[src/design/bo_pkg.sv]
// Package of constants and types for the brake output assignment block
package bo_pkg;

    // ------------------------------------------------------------------
    // Register map (byte addresses)
    // ------------------------------------------------------------------
    localparam logic [7:0] BO_ADDR_BRAKE   = 8'h00;
    localparam logic [7:0] BO_ADDR_ASSIGN  = 8'h04;
    localparam logic [7:0] BO_ADDR_DIR     = 8'h08;
    localparam logic [7:0] BO_ADDR_STATUS  = 8'h0C;
    localparam logic [7:0] BO_ADDR_OUTGP   = 8'h10;

    // ------------------------------------------------------------------
    // Field positions
    // ------------------------------------------------------------------
    localparam int BO_CODE_LSB   = 0;
    localparam int BO_POINT_LSB  = 4;
    localparam int BO_FLEX_BIT   = 8;
    localparam int BO_OWNER_LSB  = 0;
    localparam int BO_EN_BIT     = 4;
    localparam int BO_FIXSEL_BIT = 5;

    // ------------------------------------------------------------------
    // Codes and reset values
    // ------------------------------------------------------------------
    localparam logic [3:0] BO_CODE_CLOSE_EN = 4'h1;
    localparam logic [3:0] BO_CODE_OPEN_EN  = 4'h2;
    localparam logic [3:0] BO_CODE_UNUSED   = 4'h3;
    localparam logic [3:0] BO_RST_CODE      = 4'h3;
    localparam logic [2:0] BO_RST_POINT     = 3'h1;
    localparam logic [3:0] BO_RST_DIR       = 4'h0;
    localparam logic [3:0] BO_RST_GP        = 4'hF;
    localparam int         BO_NUM_POINTS    = 4;

    // Owner of the automatic output
    typedef enum logic [2:0] {
        BO_OWN_ALARM,
        BO_OWN_BRAKE,
        BO_OWN_MOTION,
        BO_OWN_TACH,
        BO_OWN_GP
    } bo_owner_e;

endpackage
[src/design/bo_brake_top.sv]
// Brake output assignment block with AHB-Lite register slave
//
// The register offsets and the AHB-Lite register port were left to the implementer.
`timescale 1ns/1ps
module bo_brake_top
    import bo_pkg::*;
#(
    parameter logic FLEX_IO    = 1'b0,
    parameter logic SECOND_FIX = 1'b0
)(
    // Clock and reset
    input  wire logic                 clk,
    input  wire logic                 reset_n,
    // Stored code restored at reset release
    input  wire logic [3:0]           stored_code,
    input  wire logic [2:0]           stored_point,
    // Drive enable state
    input  wire logic                 drive_en,
    // AHB-Lite slave
    input  wire logic                 hsel,
    input  wire logic [7:0]           haddr,
    input  wire logic [1:0]           htrans,
    input  wire logic                 hwrite,
    input  wire logic [2:0]           hsize,
    input  wire logic [31:0]          hwdata,
    input  wire logic                 hready,
    output logic [31:0]               hrdata,
    output logic                      hreadyout,
    output logic                      hresp,
    // Output pins
    output logic                      first_fixed_output,
    output logic                      second_fixed_output,
    output logic [BO_NUM_POINTS-1:0]  flex_point_out
);
    import bo_pkg::*;

    // ------------------------------------------------------------------
    // Bus address phase capture
    // ------------------------------------------------------------------
    logic        wr_pend_ff;
    logic        rd_pend_ff;
    logic [7:0]  addr_ff;
    logic [31:0] hrdata_ff;
    logic        load_ff;

    wire take = hsel && hready && htrans[1];

    always_ff @(posedge clk or negedge reset_n) begin
        if (!reset_n) begin
            wr_pend_ff <= 1'b0;
            rd_pend_ff <= 1'b0;
            addr_ff    <= 8'h00;
        end else begin
            wr_pend_ff <= take && hwrite;
            rd_pend_ff <= take && !hwrite;
            addr_ff    <= haddr;
        end
    end

    function automatic logic hit(input logic [7:0] a, input logic [7:0] b);
        hit = (a[7:2] == b[7:2]);
    endfunction

    wire wr_brake  = wr_pend_ff && hit(addr_ff, BO_ADDR_BRAKE);
    wire wr_assign = wr_pend_ff && hit(addr_ff, BO_ADDR_ASSIGN);
    wire wr_dir    = wr_pend_ff && hit(addr_ff, BO_ADDR_DIR);
    wire wr_gp     = wr_pend_ff && hit(addr_ff, BO_ADDR_OUTGP);

    // ------------------------------------------------------------------
    // Configuration registers
    // ------------------------------------------------------------------
    logic [3:0] code_ff;
    logic [2:0] point_ff;
    logic [3:0] dir_ff;
    logic [3:0] gp_ff;
    logic [3:0] nxt_code;
    logic [2:0] nxt_point;

    wire [3:0]  wcode  = hwdata[BO_CODE_LSB +: 4];
    wire [2:0]  wpoint = hwdata[BO_POINT_LSB +: 3];
    wire        wcode_ok = (wcode == BO_CODE_CLOSE_EN) ||
                           (wcode == BO_CODE_OPEN_EN) ||
                           (wcode == BO_CODE_UNUSED);
    wire        wpt_ok  = (wpoint >= 3'h1) && (wpoint <= 3'h4);
    // With FLEX_IO the point must already be an output; otherwise the write is dropped
    wire        wpt_out = dir_ff[wpoint[1:0] - 2'h1];
    wire        brake_wr_ok = wr_brake && wcode_ok &&
                              (!FLEX_IO || (wpt_ok && wpt_out));
    wire        brake_claim = brake_wr_ok &&
                              (wcode != BO_CODE_UNUSED);
    wire        brake_rel   = brake_wr_ok &&
                              (wcode == BO_CODE_UNUSED);
    wire [2:0]  aown = hwdata[BO_OWNER_LSB +: 3];
    wire        other_claim = wr_assign && (aown <= 3'h4) &&
                              (aown != 3'h1);
    bo_owner_e  owner;
    logic       brake_lost;

    bo_owner_arb u_arb (
        .clk           (clk),
        .reset_n       (reset_n),
        .brake_claim   (brake_claim),
        .brake_release (brake_rel),
        .other_claim   (other_claim),
        .other_owner   (bo_owner_e'(aown)),
        .owner         (owner),
        .brake_lost    (brake_lost)
    );

    assign nxt_code  = load_ff     ? stored_code :
                       brake_wr_ok ? wcode :
                       brake_lost  ? BO_CODE_UNUSED :
                       code_ff;
    assign nxt_point = load_ff ? stored_point :
                       (brake_wr_ok && FLEX_IO) ? wpoint : point_ff;

    // Stored code is loaded once just after reset release
    always_ff @(posedge clk or negedge reset_n) begin
        if (!reset_n) begin
            load_ff  <= 1'b1;
            code_ff  <= BO_RST_CODE;
            point_ff <= BO_RST_POINT;
            dir_ff   <= BO_RST_DIR;
            gp_ff    <= BO_RST_GP;
        end else begin
            load_ff  <= 1'b0;
            code_ff  <= nxt_code;
            point_ff <= nxt_point;
            dir_ff   <= wr_dir ? hwdata[3:0] : dir_ff;
            gp_ff    <= wr_gp  ? hwdata[3:0] : gp_ff;
        end
    end

    // ------------------------------------------------------------------
    // Output level and pin routing
    // ------------------------------------------------------------------
    logic       brake_level;
    wire        brake_on = (code_ff != BO_CODE_UNUSED);

    bo_level_gen u_lvl (
        .code     (code_ff),
        .drive_en (drive_en),
        .gp_level (1'b1),
        .level    (brake_level)
    );

    logic       fix1_ff;
    logic       fix2_ff;
    logic [3:0] flex_ff;
    wire        fix_lvl = (brake_on && owner == BO_OWN_BRAKE) ?
                          brake_level : gp_ff[0];
    wire        fix1 = SECOND_FIX ? gp_ff[0] : fix_lvl;
    wire        fix2 = SECOND_FIX ? fix_lvl : gp_ff[1];
    logic [3:0] flex_nxt;

    genvar gi;
    generate
        for (gi = 0; gi < BO_NUM_POINTS; gi++) begin : g_pt
            assign flex_nxt[gi] = (FLEX_IO && brake_on &&
                                   point_ff == 3'(gi + 1)) ?
                                  brake_level : gp_ff[gi];
        end
    endgenerate

    always_ff @(posedge clk or negedge reset_n) begin
        if (!reset_n) begin
            fix1_ff <= 1'b1;
            fix2_ff <= 1'b1;
            flex_ff <= BO_RST_GP;
        end else begin
            fix1_ff <= fix1;
            fix2_ff <= fix2;
            flex_ff <= flex_nxt;
        end
    end

    assign first_fixed_output  = fix1_ff;
    assign second_fixed_output = fix2_ff;
    assign flex_point_out      = flex_ff;

    // ------------------------------------------------------------------
    // Read data
    // ------------------------------------------------------------------
    wire [31:0] rd_brake  = {23'h0, FLEX_IO, 1'b0, point_ff,
                             code_ff};
    wire [31:0] rd_status = {26'h0, SECOND_FIX, drive_en, 1'b0, owner};
    wire [7:0]  raddr     = haddr;
    wire [31:0] rd_mux =
        hit(raddr, BO_ADDR_BRAKE)  ? rd_brake :
        hit(raddr, BO_ADDR_DIR)    ? {28'h0, dir_ff} :
        hit(raddr, BO_ADDR_STATUS) ? rd_status :
        hit(raddr, BO_ADDR_OUTGP)  ? {28'h0, gp_ff} :
        32'h0000_0000;

    always_ff @(posedge clk or negedge reset_n) begin
        if (!reset_n) begin
            hrdata_ff <= 32'h0000_0000;
        end else begin
            hrdata_ff <= (take && !hwrite) ? rd_mux : hrdata_ff;
        end
    end

    assign hrdata    = hrdata_ff;
    assign hreadyout = 1'b1;
    assign hresp     = 1'b0;

    // ------------------------------------------------------------------
    // Checks
    // ------------------------------------------------------------------
    a_code1_level: assert property (@(posedge clk) disable iff (!reset_n)
        (!FLEX_IO && !SECOND_FIX && code_ff == BO_CODE_CLOSE_EN &&
         owner == BO_OWN_BRAKE) |=> first_fixed_output ==
         !$past(drive_en))
        else $error("code 1 level wrong");
    a_code2_level: assert property (@(posedge clk) disable iff (!reset_n)
        (!FLEX_IO && !SECOND_FIX && code_ff == BO_CODE_OPEN_EN &&
         owner == BO_OWN_BRAKE) |=> first_fixed_output ==
         $past(drive_en))
        else $error("code 2 level wrong");
    a_code3_free: assert property (@(posedge clk) disable iff (!reset_n)
        (!SECOND_FIX && code_ff == BO_CODE_UNUSED) |=>
        first_fixed_output == $past(gp_ff[0]))
        else $error("code 3 output not free");
    a_lost_code3: assert property (@(posedge clk) disable iff (!reset_n)
        (brake_lost && !load_ff) |=> code_ff == BO_CODE_UNUSED)
        else $error("code not set to 3 on reassignment");
    a_owner_range: assert property (@(posedge clk) disable iff (!reset_n)
        owner inside {BO_OWN_ALARM, BO_OWN_BRAKE, BO_OWN_MOTION,
                      BO_OWN_TACH, BO_OWN_GP})
        else $error("owner out of range");
    a_brake_owns: assert property (@(posedge clk) disable iff (!reset_n)
        (brake_claim && !load_ff) |=> code_ff == $past(wcode) &&
        owner == BO_OWN_BRAKE)
        else $error("brake write did not take ownership");
    a_point_dir: assert property (@(posedge clk) disable iff (!reset_n)
        (FLEX_IO && wr_brake && !wpt_out && !load_ff) |=>
        $stable(point_ff))
        else $error("point taken while not an output");
    a_readback: assert property (@(posedge clk) disable iff (!reset_n)
        (take && !hwrite && hit(haddr, BO_ADDR_BRAKE)) |=>
        hrdata[3:0] == $past(code_ff) && hrdata[6:4] == $past(point_ff))
        else $error("readback mismatch");
    a_reset_load: assert property (@(posedge clk) disable iff (!reset_n)
        load_ff |=> code_ff == $past(stored_code))
        else $error("stored code not restored");

    c_brake_claim: cover property (@(posedge clk) disable iff (!reset_n)
        brake_claim);
    c_brake_lost: cover property (@(posedge clk) disable iff (!reset_n)
        brake_lost);
    c_en_toggle: cover property (@(posedge clk) disable iff (!reset_n)
        brake_on ##1 $changed(drive_en));
endmodule

[src/design/bo_level_gen.sv]
// Brake level generator from function code and drive enable
`timescale 1ns/1ps
module bo_level_gen
    import bo_pkg::*;
(
    // Configuration
    input  wire logic [3:0] code,
    input  wire logic       drive_en,
    input  wire logic       gp_level,
    // Level, low means closed
    output logic            level
);
    import bo_pkg::*;

    wire closed = (code == BO_CODE_CLOSE_EN) ?  drive_en :
                  (code == BO_CODE_OPEN_EN)  ? !drive_en :
                  1'b0;
    wire brake  = (code == BO_CODE_CLOSE_EN) ||
                  (code == BO_CODE_OPEN_EN);

    // Closed is active low on the pin
    assign level = brake ? !closed : gp_level;
endmodule

[src/design/bo_owner_arb.sv]
// Ownership arbiter: one function owns the output at a time
`timescale 1ns/1ps
module bo_owner_arb
    import bo_pkg::*;
(
    // Clock and reset
    input  wire logic              clk,
    input  wire logic              reset_n,
    // Claims
    input  wire logic              brake_claim,
    input  wire logic              brake_release,
    input  wire logic              other_claim,
    input  wire bo_owner_e         other_owner,
    // Result
    output bo_pkg::bo_owner_e      owner,
    output logic                   brake_lost
);
    import bo_pkg::*;

    bo_owner_e owner_ff;
    bo_owner_e nxt_owner;
    wire       brake_held = (owner_ff == BO_OWN_BRAKE);

    // Brake claim wins a same-cycle clash: brake write is newer intent
    assign nxt_owner = brake_claim ? BO_OWN_BRAKE :
                       other_claim ? other_owner :
                       (brake_release && brake_held) ? BO_OWN_GP :
                       owner_ff;
    assign brake_lost = other_claim && !brake_claim && brake_held;
    assign owner      = owner_ff;

    always_ff @(posedge clk or negedge reset_n) begin
        if (!reset_n) begin
            owner_ff <= BO_OWN_GP;
        end else begin
            owner_ff <= nxt_owner;
        end
    end

    a_single_owner: assert property (@(posedge clk) disable iff (!reset_n)
        brake_claim |=> owner_ff == BO_OWN_BRAKE)
        else $error("brake claim did not take the output");
endmodule

[config.mk]
export PLATFORM = sky130hd
export DESIGN_NAME = bo_brake_top
export DESIGN_NICKNAME = d
export VERILOG_FILES = /design/src/design/bo_pkg.sv /design/src/design/bo_brake_top.sv /design/src/design/bo_level_gen.sv /design/src/design/bo_owner_arb.sv
export SDC_FILE = /design/constraint.sdc
export NUM_CORES = 1
export LEC_CHECK = 0
export ABC_CLOCK_PERIOD_IN_PS = 3100
export BUFFER_PORTS_ARGS = -buffer_cell sky130_fd_sc_hd__buf_2
export CAP_MARGIN = 20
export CORE_MARGIN = 3
export CORE_UTILIZATION = 45
export CTS_CLUSTER_SIZE = 14
export DETAILED_ROUTE_END_ITERATION = 12
export PLACE_DENSITY = 0.79
export SYNTH_ARGS = -nofsm -noshare
export SYNTH_HDL_FRONTEND = slang
export SYNTH_HIERARCHICAL = 1
export SYNTH_SLANG_ARGS = --single-unit
[constraint.sdc]
create_clock -name clk -period 3.1 [get_ports clk]
set_clock_uncertainty 0.1 [all_clocks]
set_input_delay 0 -clock clk [delete_from_list [all_inputs] [get_ports clk]]
set_output_delay 0 -clock clk [all_outputs]
set_load 0.01 [all_outputs]
==> out/metrics.yaml, run 1 <==
sta:
  fmax_mhz: 389
  hold_violations: 0
  setup_ws_ns: 0.531
  worst_pin_slew_ns: 0.830
  finalSetupTns_ns: 0
  setup_violations: 0
  rsz0062_at_grt: "no"
  slew_violations: 0
  fin_crit_ns: 2.57
  slew_headroom: 0.447
  period_share: 0.829
placement:
  dp.cells: 256
  dp_hpwl_um: 2750
  post-place-ws_ns: 0.532
  port_buffers: 36
  dpl_cell_area_um2: 2070
  place_congestion: 0.768
clock_tree:
  cts_buffer_depth: 2
  cts-root-buf: "clkbuf_8"
  cts_buffers: 5
  clkLatencyLatePin_ns: 0.29
  clk_pin_slew_ns: 0.07
  cts_tree: "yes"
  h-tree-depth: 2
  clock_sinks: 38
route:
  wl_um: 3920
  vias_per_cell: 4.98
  wl_per_cell_um: 13.8
  first_pass_iters: 4
  ant_nets: 0
  via_count: 1409
  drt_iter0_markers: 75
  drc: 0
floorplan:
  die_x_um: 71.5
  dieArea_um2: 5110
  core_area_um2: 4060
  start_util: 0.475
  num_rows: 23
  die_h_um: 71.5
  io_pins: 98
hold_path:
  hold_depth: 4
  min_from: "hready"
  hold_path_class: "in -> reg"
  hold_path_end: "hrdata[1]"
cells_and_area:
  fin_area_um2: 2380
  fill_cells: 334
  final_cells: 283
  syn_to_final_growth_pct: 23.6
  n_antenna_cell: 0
  drive_gt1_frac: 0.343
  nets: 291
worst_setup_path:
  cp.required_ns: 3.19
  worstSetupStartpointType: "register"
  r2r_slack_ns: 0.53
  worstSetupPathType: "reg -> reg"
  rr_endpoint: "code_ff[1]"
  r2r_cells: 7
  r2r_start: "addr_ff[7]"
  end_kind: "register"
  arrival_ns: 2.66
  crit_path_max_fanout: 4
global_routing:
  grt_overflow: 0
  grt_pass1_vias: 1346
  grt_pass1_wl_um: 6180
  grt_max_degree: 39
  grt_antenna_before_repair: 0
  grtUsageTotal: 0.156
synthesis:
  synthTopCellsByArea: "dfrtp_1, dfstp_2, buf_4"
  async_flop_share: 1.00
  ys_seq_area_frac: 0.502
  synth_edf_count: 0
  ys_types: 44
  syn_area_per_cell_um2: 11.3
  synth_flop_cell: "dfrtp_1"
  yosysTopAreaCell: "dfrtp_1"
  postSynthCellCount: 171
  synth_top_cell_area_share: 0.311
  ys_ff_latch: 38
  syn_area_um2: 1930
  yosysWarnings: 6
power_and_ir_drop:
  power.leakage_nw: 1.13
  power_density_nw_per_um2: 473
  vdd_drop_max_mv: 0.370
job:
  drv_cap: 0
run_status:
  status: "completed"
[registers in the layout (all words and copies together) (netlist names)]
name	cells
u_arb/owner	3
first_fixed_output	1
addr_ff	6
hrdata	7
load_ff	1
wr_pend_ff	1
code_ff	4
flex_point_out	4
flex_nxt	4
dir_ff	4
point_ff	3
[routing by layer]
metal	wire, um	track usage	vias up
li1	-	-	675
met2	1870	0.243	51
met1	1760	0.210	677
met4	59	0.0626	0
met5	0	0	-
met3	236	0.0365	6
[final cells by class]
cell class	count	area, um2	area share
Multi-Input combinational cell	122	813	0.341
Timing Repair Buffer	58	395	0.166
Clock inverter	1	30.0	0.0126
Clock buffer	6	82.6	0.0347
Tap cell	50	62.6	0.0263
Sequential cell	38	968	0.407
Inverter	8	30.0	0.0126
[cell families after synthesis]
group	after synthesis	synth area share
compound gates	33	0.117
mux	14	0.0883
simple gates	43	0.152
buf+inv	40	0.132
flops	38	0.502
other cells	2	0.00390
xor+xnor	1	0.00454
[power by group]
part	switching, W	internal (W)	total [W]
Sequential	0.0000262	0.000534	0.000561
Clock	0.000164	0.000257	0.000421
Combinational	0.0000769	0.0000691	0.000146
[Yosys cell counts (2+ instances only)]
master and number:
a21oi_1 10, dfstp_2 14, conb_1 2, buf_4 28, dfrtp_1 24, or4b_4 2
nand3b_1 2, o21ai_0 2, o22ai_1 3, mux2_2 8, mux2_4 4, or4_1 2
nand2b_1 2, nor2_1 11, a22o_1 4, nor3_1 2, mux2i_1 2, nand2_1 3
a221oi_1 2, nor3b_1 4, a31oi_1 2, and3_1 3, a211oi_1 4, clkbuf_1 4
inv_1 8
[worst max-delay path: stages (launching register included)]
cell	delay, ns
dfrtp_1	0.36
or4b_4	0.55
or2_1	0.29
nor3_1	0.27
nor2_1	0.08
and4b_2	0.22
a211oi_1	0.43
a222oi_1	0.17
[worst max-delay path by stage]
stage,from,endpoint,depth (start not counted)
finish,addr_ff[7],code_ff[1],7
global route,addr_ff[7],code_ff[1],7
CTS,addr_ff[7],code_ff[1],7
detailed placement,addr_ff[7],code_ff[1],7
global placement,addr_ff[7],code_ff[1],7
floorplan,addr_ff[7],code_ff[1],6
[layout by cell type (no fill, tap or decap), types with 6 or more instances in the layout]
cell type	netlist	routed
mux2_2	8	8
dfrtp_1	24	24
dlygate4sd3_1	0	20
inv_1	8	8
clkbuf_8	0	6
a21oi_1	10	10
nor2_1	11	11
dfstp_2	14	14
conb_1	2	31
buf_2	0	36
[stage by stage]
| step | total power [W] | utilization | hold WS (ns) |
|---|---|---|---|
| 2_1_floorplan | 0.000663 | - | -0.396 |
| 6_report | 0.00113 | 0.587 | 0.118 |
| 3_5_place_dp | 0.000695 | 0.510 | 0.0324 |
| 3_3_place_gp | 0.000692 | 0.510 | 0.0321 |
| 4_1_cts | 0.00114 | 0.587 | 0.102 |
| 5_1_grt | 0.00118 | 0.587 | 0.141 |
[timing repair]
action,4_1_cts,5_1_grt
setup endpoints to repair,0,0
endpoints found under the hold margin,49,0
gates resized for setup,0,0
hold buffers,20,0
buffers inserted,0,0
(Power assumes the default switching activity.)
==> run 2: changes to the inputs <==
--- a/config.mk
+++ b/config.mk
@@ -5,7 +5,7 @@
 export SDC_FILE = /design/constraint.sdc
 export NUM_CORES = 1
 export LEC_CHECK = 0
-export ABC_CLOCK_PERIOD_IN_PS = 3100
+export ABC_CLOCK_PERIOD_IN_PS = 2700
 export BUFFER_PORTS_ARGS = -buffer_cell sky130_fd_sc_hd__buf_2
 export CAP_MARGIN = 20
 export CORE_MARGIN = 3
==> constraint.sdc (replaced) <==
create_clock -name clk -period 2.7 [get_ports clk]
set_clock_uncertainty 0.1 [all_clocks]
set_input_delay 0 -clock clk [delete_from_list [all_inputs] [get_ports clk]]
set_output_delay 0 -clock clk [all_outputs]
set_load 0.01 [all_outputs]
==> out/metrics.yaml, run 2 (same netlist as run 1, synthesis figures left out) <==
run_status:
  status: "completed"
placement:
  place_congestion: 0.805
  dp_hpwl_um: 2690
  port_buffers: 36
  dpl_cell_area_um2: 2080
sta:
  hold_ws_ns: 0.100
  fmax_mhz: 402
  fin_crit_ns: 2.49
  finalSetupTns_ns: 0
  slew_violations: 0
  slew_headroom: 0.466
  period_share: 0.922
  setup_violations: 0
  hold_violations: 0
  rsz0062_at_grt: "no"
  worst_pin_slew_ns: 0.801
hold_path:
  min_from: "hready"
  hold_path_end: "hrdata[1]"
  hold_depth: 4
  hold_path_class: "in -> reg"
cells_and_area:
  n_antenna_cell: 0
  nets: 292
  layout_common_cells: "buf_2, conb_1, dfrtp_1, dlygate4sd3_1, dfstp_2"
  fill_cells: 341
  final_common_cell: "buf_2"
  largest_reg_flops: 7
  fin_area_um2: 2370
  drive_gt1_frac: 0.345
  syn_to_final_growth_pct: 22.8
route:
  first_pass_iters: 4
  drt_iter0_markers: 94
  ant_nets: 0
  wl_per_cell_um: 13.3
  via_count: 1402
  vias_per_cell: 4.92
  drc: 0
  wl_um: 3800
floorplan:
  die_x_um: 71.5
  io_pins: 98
  die_h_um: 71.5
  num_rows: 23
  dieArea_um2: 5110
  core_area_um2: 4060
  start_util: 0.475
worst_setup_path:
  cp.required_ns: 2.78
  r2r_slack_ns: 0.21
  crit_path_max_fanout: 4
  worstSetupStartpointType: "register"
  cp_slowest_stage_delay_ns: 0.56
  end_kind: "register"
  crit_chain: "or4b_4 > or2_1 > a211oi_1 > and4b_2 > a211oi_1 > buf_4 > a222oi_1"
  rr_endpoint: "code_ff[1]"
  slowest_stage: "or4b_4"
  r2r_cells: 7
  arrival_ns: 2.57
  r2r_start: "addr_ff[7]"
  worstSetupPathType: "reg -> reg"
  crit_top_cell: "a211oi_1"
power_and_ir_drop:
  vdd_drop_max_mv: 0.300
  power.leakage_nw: 1.12
  power_density_nw_per_um2: 509
  p_total_w: 0.00120
global_routing:
  grt_overflow: 0
  grt_antenna_before_repair: 0
  grtUsageTotal: 0.150
  grt_max_degree: 39
  grt_pass1_vias: 1242
  grt_pass1_wl_um: 5950
clock_tree:
  cts-root-buf: "clkbuf_8"
  clock_sinks: 38
  clkLatencyLatePin_ns: 0.29
  cts_buffer_depth: 2
  cts_setup_buffers: 0
  h-tree-depth: 2
  clk_pin_slew_ns: 0.07
  ctsResizeCount: 0
  ctsHoldBuffers: 20
  cts_buffers: 5
  cts_tree: "yes"
job:
  drv_cap: 0
## run 2: final cells by class
cell class	count	area, um2	area share
Sequential cell	38	968	0.409
Multi-Input combinational cell	122	813	0.343
Timing Repair Buffer	59	403	0.170
Clock buffer	7	86.3	0.0365
Tap cell	50	62.6	0.0264
Inverter	8	30.0	0.0127
Clock inverter	1	5.00	0.00211
## run 2: layer usage
metal	GRT usage	part of all wire	up-vias
met3	0.0477	0.071	6
met2	0.218	0.44	51
met5	0	0	-
li1	-	-	686
met1	0.216	0.47	659
met4	0.0438	0.011	0
## run 2: power by group
part	switching, W	total [W]	internal (W)
Clock	0.000188	0.000394	0.000206
Sequential	0.0000297	0.000643	0.000614
Combinational	0.0000872	0.000167	0.0000803
## run 2: worst max-delay path by stage
stage | start | endpoint | cells past startpoint
detailed placement | addr_ff[7] | code_ff[1] | 7
floorplan | addr_ff[7] | code_ff[1] | 6
global route | addr_ff[7] | code_ff[1] | 7
finish | addr_ff[7] | code_ff[1] | 7
CTS | addr_ff[7] | code_ff[1] | 7
global placement | addr_ff[7] | code_ff[1] | 7
## run 2: metrics by stage
step	util	cells	setup WS (ns)
after floorplan	-	200	0.205
after global placement	0.512	257	0.268
after detailed placement	0.512	257	0.233
after CTS	0.584	285	0.209
after global routing	0.584	285	0.0424
final	0.584	285	0.211
## run 2: worst max-delay path: cells and delay by family (launching register included)
kind | cells | cell delay (ns)
buf+inv | 1 | 0.16
compound gates | 3 | 0.63
simple gates | 3 | 1.12
flops | 1 | 0.37
==> run 3: changes to the inputs <==
--- a/config.mk
+++ b/config.mk
@@ -12,8 +12,7 @@
 export CORE_UTILIZATION = 45
 export CTS_CLUSTER_SIZE = 14
 export DETAILED_ROUTE_END_ITERATION = 12
-export PLACE_DENSITY = 0.79
+export PLACE_DENSITY = 0.8
 export SYNTH_ARGS = -nofsm -noshare
 export SYNTH_HDL_FRONTEND = slang
-export SYNTH_HIERARCHICAL = 1
 export SYNTH_SLANG_ARGS = --single-unit
==> out/metrics.yaml, run 3 <==
synthesis:
  postSynthCellCount: 164
  synth_mux_area_frac: 0.0659
  synth_flop_cell: "dfrtp_1"
  synthTopCellsByArea: "dfrtp_1, dfstp_2, buf_4"
  ys_ff_latch: 38
  yosysTopAreaCell: "dfrtp_1"
  async_flop_share: 1.00
  yosys.area_share.adder: 0
  ys_types: 40
  yosysWarnings: 0
  synth_edf_count: 0
  synth_common_cells: "buf_4, dfrtp_1, dfstp_2"
  synth_simple_gate_area_frac: 0.149
  synth_compound_area_frac: 0.128
  synth_most_common_cell: "buf_4"
  synth_top_family_by_area: "simple AND/OR/NAND/NOR gates"
  synth_top_cell_area_share: 0.323
  syn_area_um2: 1860
  syn_area_per_cell_um2: 11.4
  ys_seq_area_frac: 0.520
  synthXorXnorAreaFrac: 0
worst_setup_path:
  cp.required_ns: 2.79
  end_kind: "register"
  cp_slowest_stage_delay_ns: 0.57
  crit_path_max_fanout: 4
  slowest_stage: "or4_4"
  worstSetupPathType: "reg -> reg"
  arrival_ns: 2.06
  worstSetupStartpointType: "register"
  cp_top_family: "simple AND/OR/NAND/NOR gates"
  cp_num_buf_inv: 0
  crit_chain: "or4_4 > or4_1 > nor4_1 > a221oi_1"
cells_and_area:
  drive_gt1_frac: 0.327
  n_antenna_cell: 0
  fill_cells: 338
  nets: 280
  final_cells: 271
  final_common_cell: "buf_2"
  layout_common_cells: "buf_2, conb_1, dfrtp_1, dlygate4sd3_1, dfstp_2"
  syn_to_final_growth_pct: 21.9
  largest_reg_flops: 7
route:
  first_pass_iters: 5
  vias_per_cell: 4.97
  drt_iter0_markers: 69
  wl_per_cell_um: 13.8
  wl_um: 3730
  ant_nets: 0
  via_count: 1347
  drc: 0
clock_tree:
  cts_buffer_depth: 2
  cts-root-buf: "clkbuf_8"
  clock_sinks: 38
  ctsResizeCount: 0
  cts_buffers: 5
  clk_pin_slew_ns: 0.07
  cts_tree: "yes"
  h-tree-depth: 2
  clkLatencyLatePin_ns: 0.29
job:
  drv_cap: 0
floorplan:
  core_area_um2: 3830
  start_util: 0.487
  die_x_um: 70.3
  num_rows: 22
  die_h_um: 70.3
  io_pins: 98
  dieArea_um2: 4940
power_and_ir_drop:
  switchingPower_w: 0.000295
  vdd_drop_max_mv: 0.323
  p_int_w: 0.000897
  p_seq_frac: 0.537
  pwr-share-clk: 0.331
  power.leakage_nw: 1.06
  p_comb_frac: 0.131
  power_density_nw_per_um2: 525
  switching_share: 0.248
placement:
  place_congestion: 0.775
  dp_hpwl_um: 2750
  post-place-ws_ns: 0.749
  port_buffers: 36
  dp.cells: 243
global_routing:
  grt_antenna_before_repair: 0
  grt_max_degree: 39
  grtUsageTotal: 0.160
  grt_pass1_vias: 1318
  grt_overflow: 0
  grt_pass1_wl_um: 6110
sta:
  hold_violations: 0
  fmax_mhz: 507
  period_share: 0.730
  fin_crit_ns: 1.97
  slew_violations: 0
  rsz0062_at_grt: "no"
  finalSetupTns_ns: 0
  worst_pin_slew_ns: 0.814
  setup_violations: 0
  setup_ws_ns: 0.728
  slew_headroom: 0.457
run_status:
  status: "completed"
hold_path:
  hold_path_class: "in -> reg"
run 3: cell count changes in the layout (fill, tap and decap cells not counted), moves of 3 or more:
cell | previous run | this run
a211oi_1 | 4 | 0
a21oi_1 | 10 | 1
a32oi_1 | 0 | 4
buf_4 | 3 | 0
conb_1 | 31 | 28
mux2_4 | 4 | 0
nor2_1 | 11 | 8
nor2b_1 | 1 | 7
nor3b_1 | 4 | 1
o21ai_0 | 2 | 6
o221ai_1 | 0 | 3
o22ai_1 | 3 | 0
run 3: per-stage QoR:
stage | total power (W) | util | hold slack, ns | cell area [um2]
4_1_cts | 0.00120 | 0.593 | 0.0629 | 2270
5_1_grt | 0.00125 | 0.593 | 0.101 | 2270
6_report | 0.00119 | 0.593 | 0.0782 | 2270
3_5_place_dp | 0.000786 | 0.517 | 0.0203 | 1980
2_1_floorplan | 0.000752 | - | -0.396 | 1960
3_3_place_gp | 0.000780 | 0.517 | 0.0170 | 1980
run 3: area by class of cell:
type | count | area, um2 | area share
flip-flops and latches | 38 | 968 | 0.427
multi-input cells | 114 | 743 | 0.327
repair buffers | 56 | 380 | 0.168
clock buffers | 7 | 86.3 | 0.0380
well taps | 48 | 60.1 | 0.0265
inverters | 7 | 26.3 | 0.0116
clock inverters | 1 | 5.00 | 0.00221
run 3: worst paths after layout:
| kind | slack (ns) | startpoint | to | cells after the start |
|---|---|---|---|---|
| max in group asynchronous | 1.75 | reset_n | code_ff[3] | 2 |
| min in group asynchronous | 0.23 | reset_n | hrdata[3] | 2 |
| setup / recovery | 0.73 | addr_ff[7] | code_ff[0] | 4 |
| hold / removal | 0.08 | drive_en | hrdata[4] | 4 |
| setup reg to reg | 0.73 | addr_ff[7] | code_ff[0] | 4 |
| hold reg to reg | 0.28 | flex_nxt[3] | flex_point_out[3] | 0 |
run 3: routing by layer:
layer  global-route usage  share of wire  up-vias
li1                     -              -      657
met1                0.199           0.42      634
met2                0.258           0.50       50
met3               0.0561          0.073        6
met4               0.0532          0.012        0
met5                    0              0        -
run 3: cell families after synthesis:
kind of cell / Yosys count
buffers and inverters: 38
flip-flops: 38
other: 2
multiplexers: 11
AO/OA/AOI/OAI: 30
AND/OR/NAND/NOR: 45
run 3: worst reg2reg max path: stages, from the launching register on:
cell and delay [ns]:
dfrtp_1 0.39, or4_4 0.57, or4_1 0.50, nor4_1 0.22, a221oi_1 0.10
run 3: power groups by stage:
stage | sequential (W) | clock, W | combinational (W)
floorplan | 0.000648 | 0 | 0.000104
global route | 0.000646 | 0.000429 | 0.000175
detailed placement | 0.000651 | 0 | 0.000135
CTS | 0.000641 | 0.000404 | 0.000157
finish | 0.000641 | 0.000395 | 0.000157
global placement | 0.000649 | 0 | 0.000131
run 3: timing repair:
action,4_1_cts,5_1_grt
endpoints found under the setup margin,0,0
hold buffers,20,0
endpoints found under the hold margin,50,0
buffers inserted,0,0
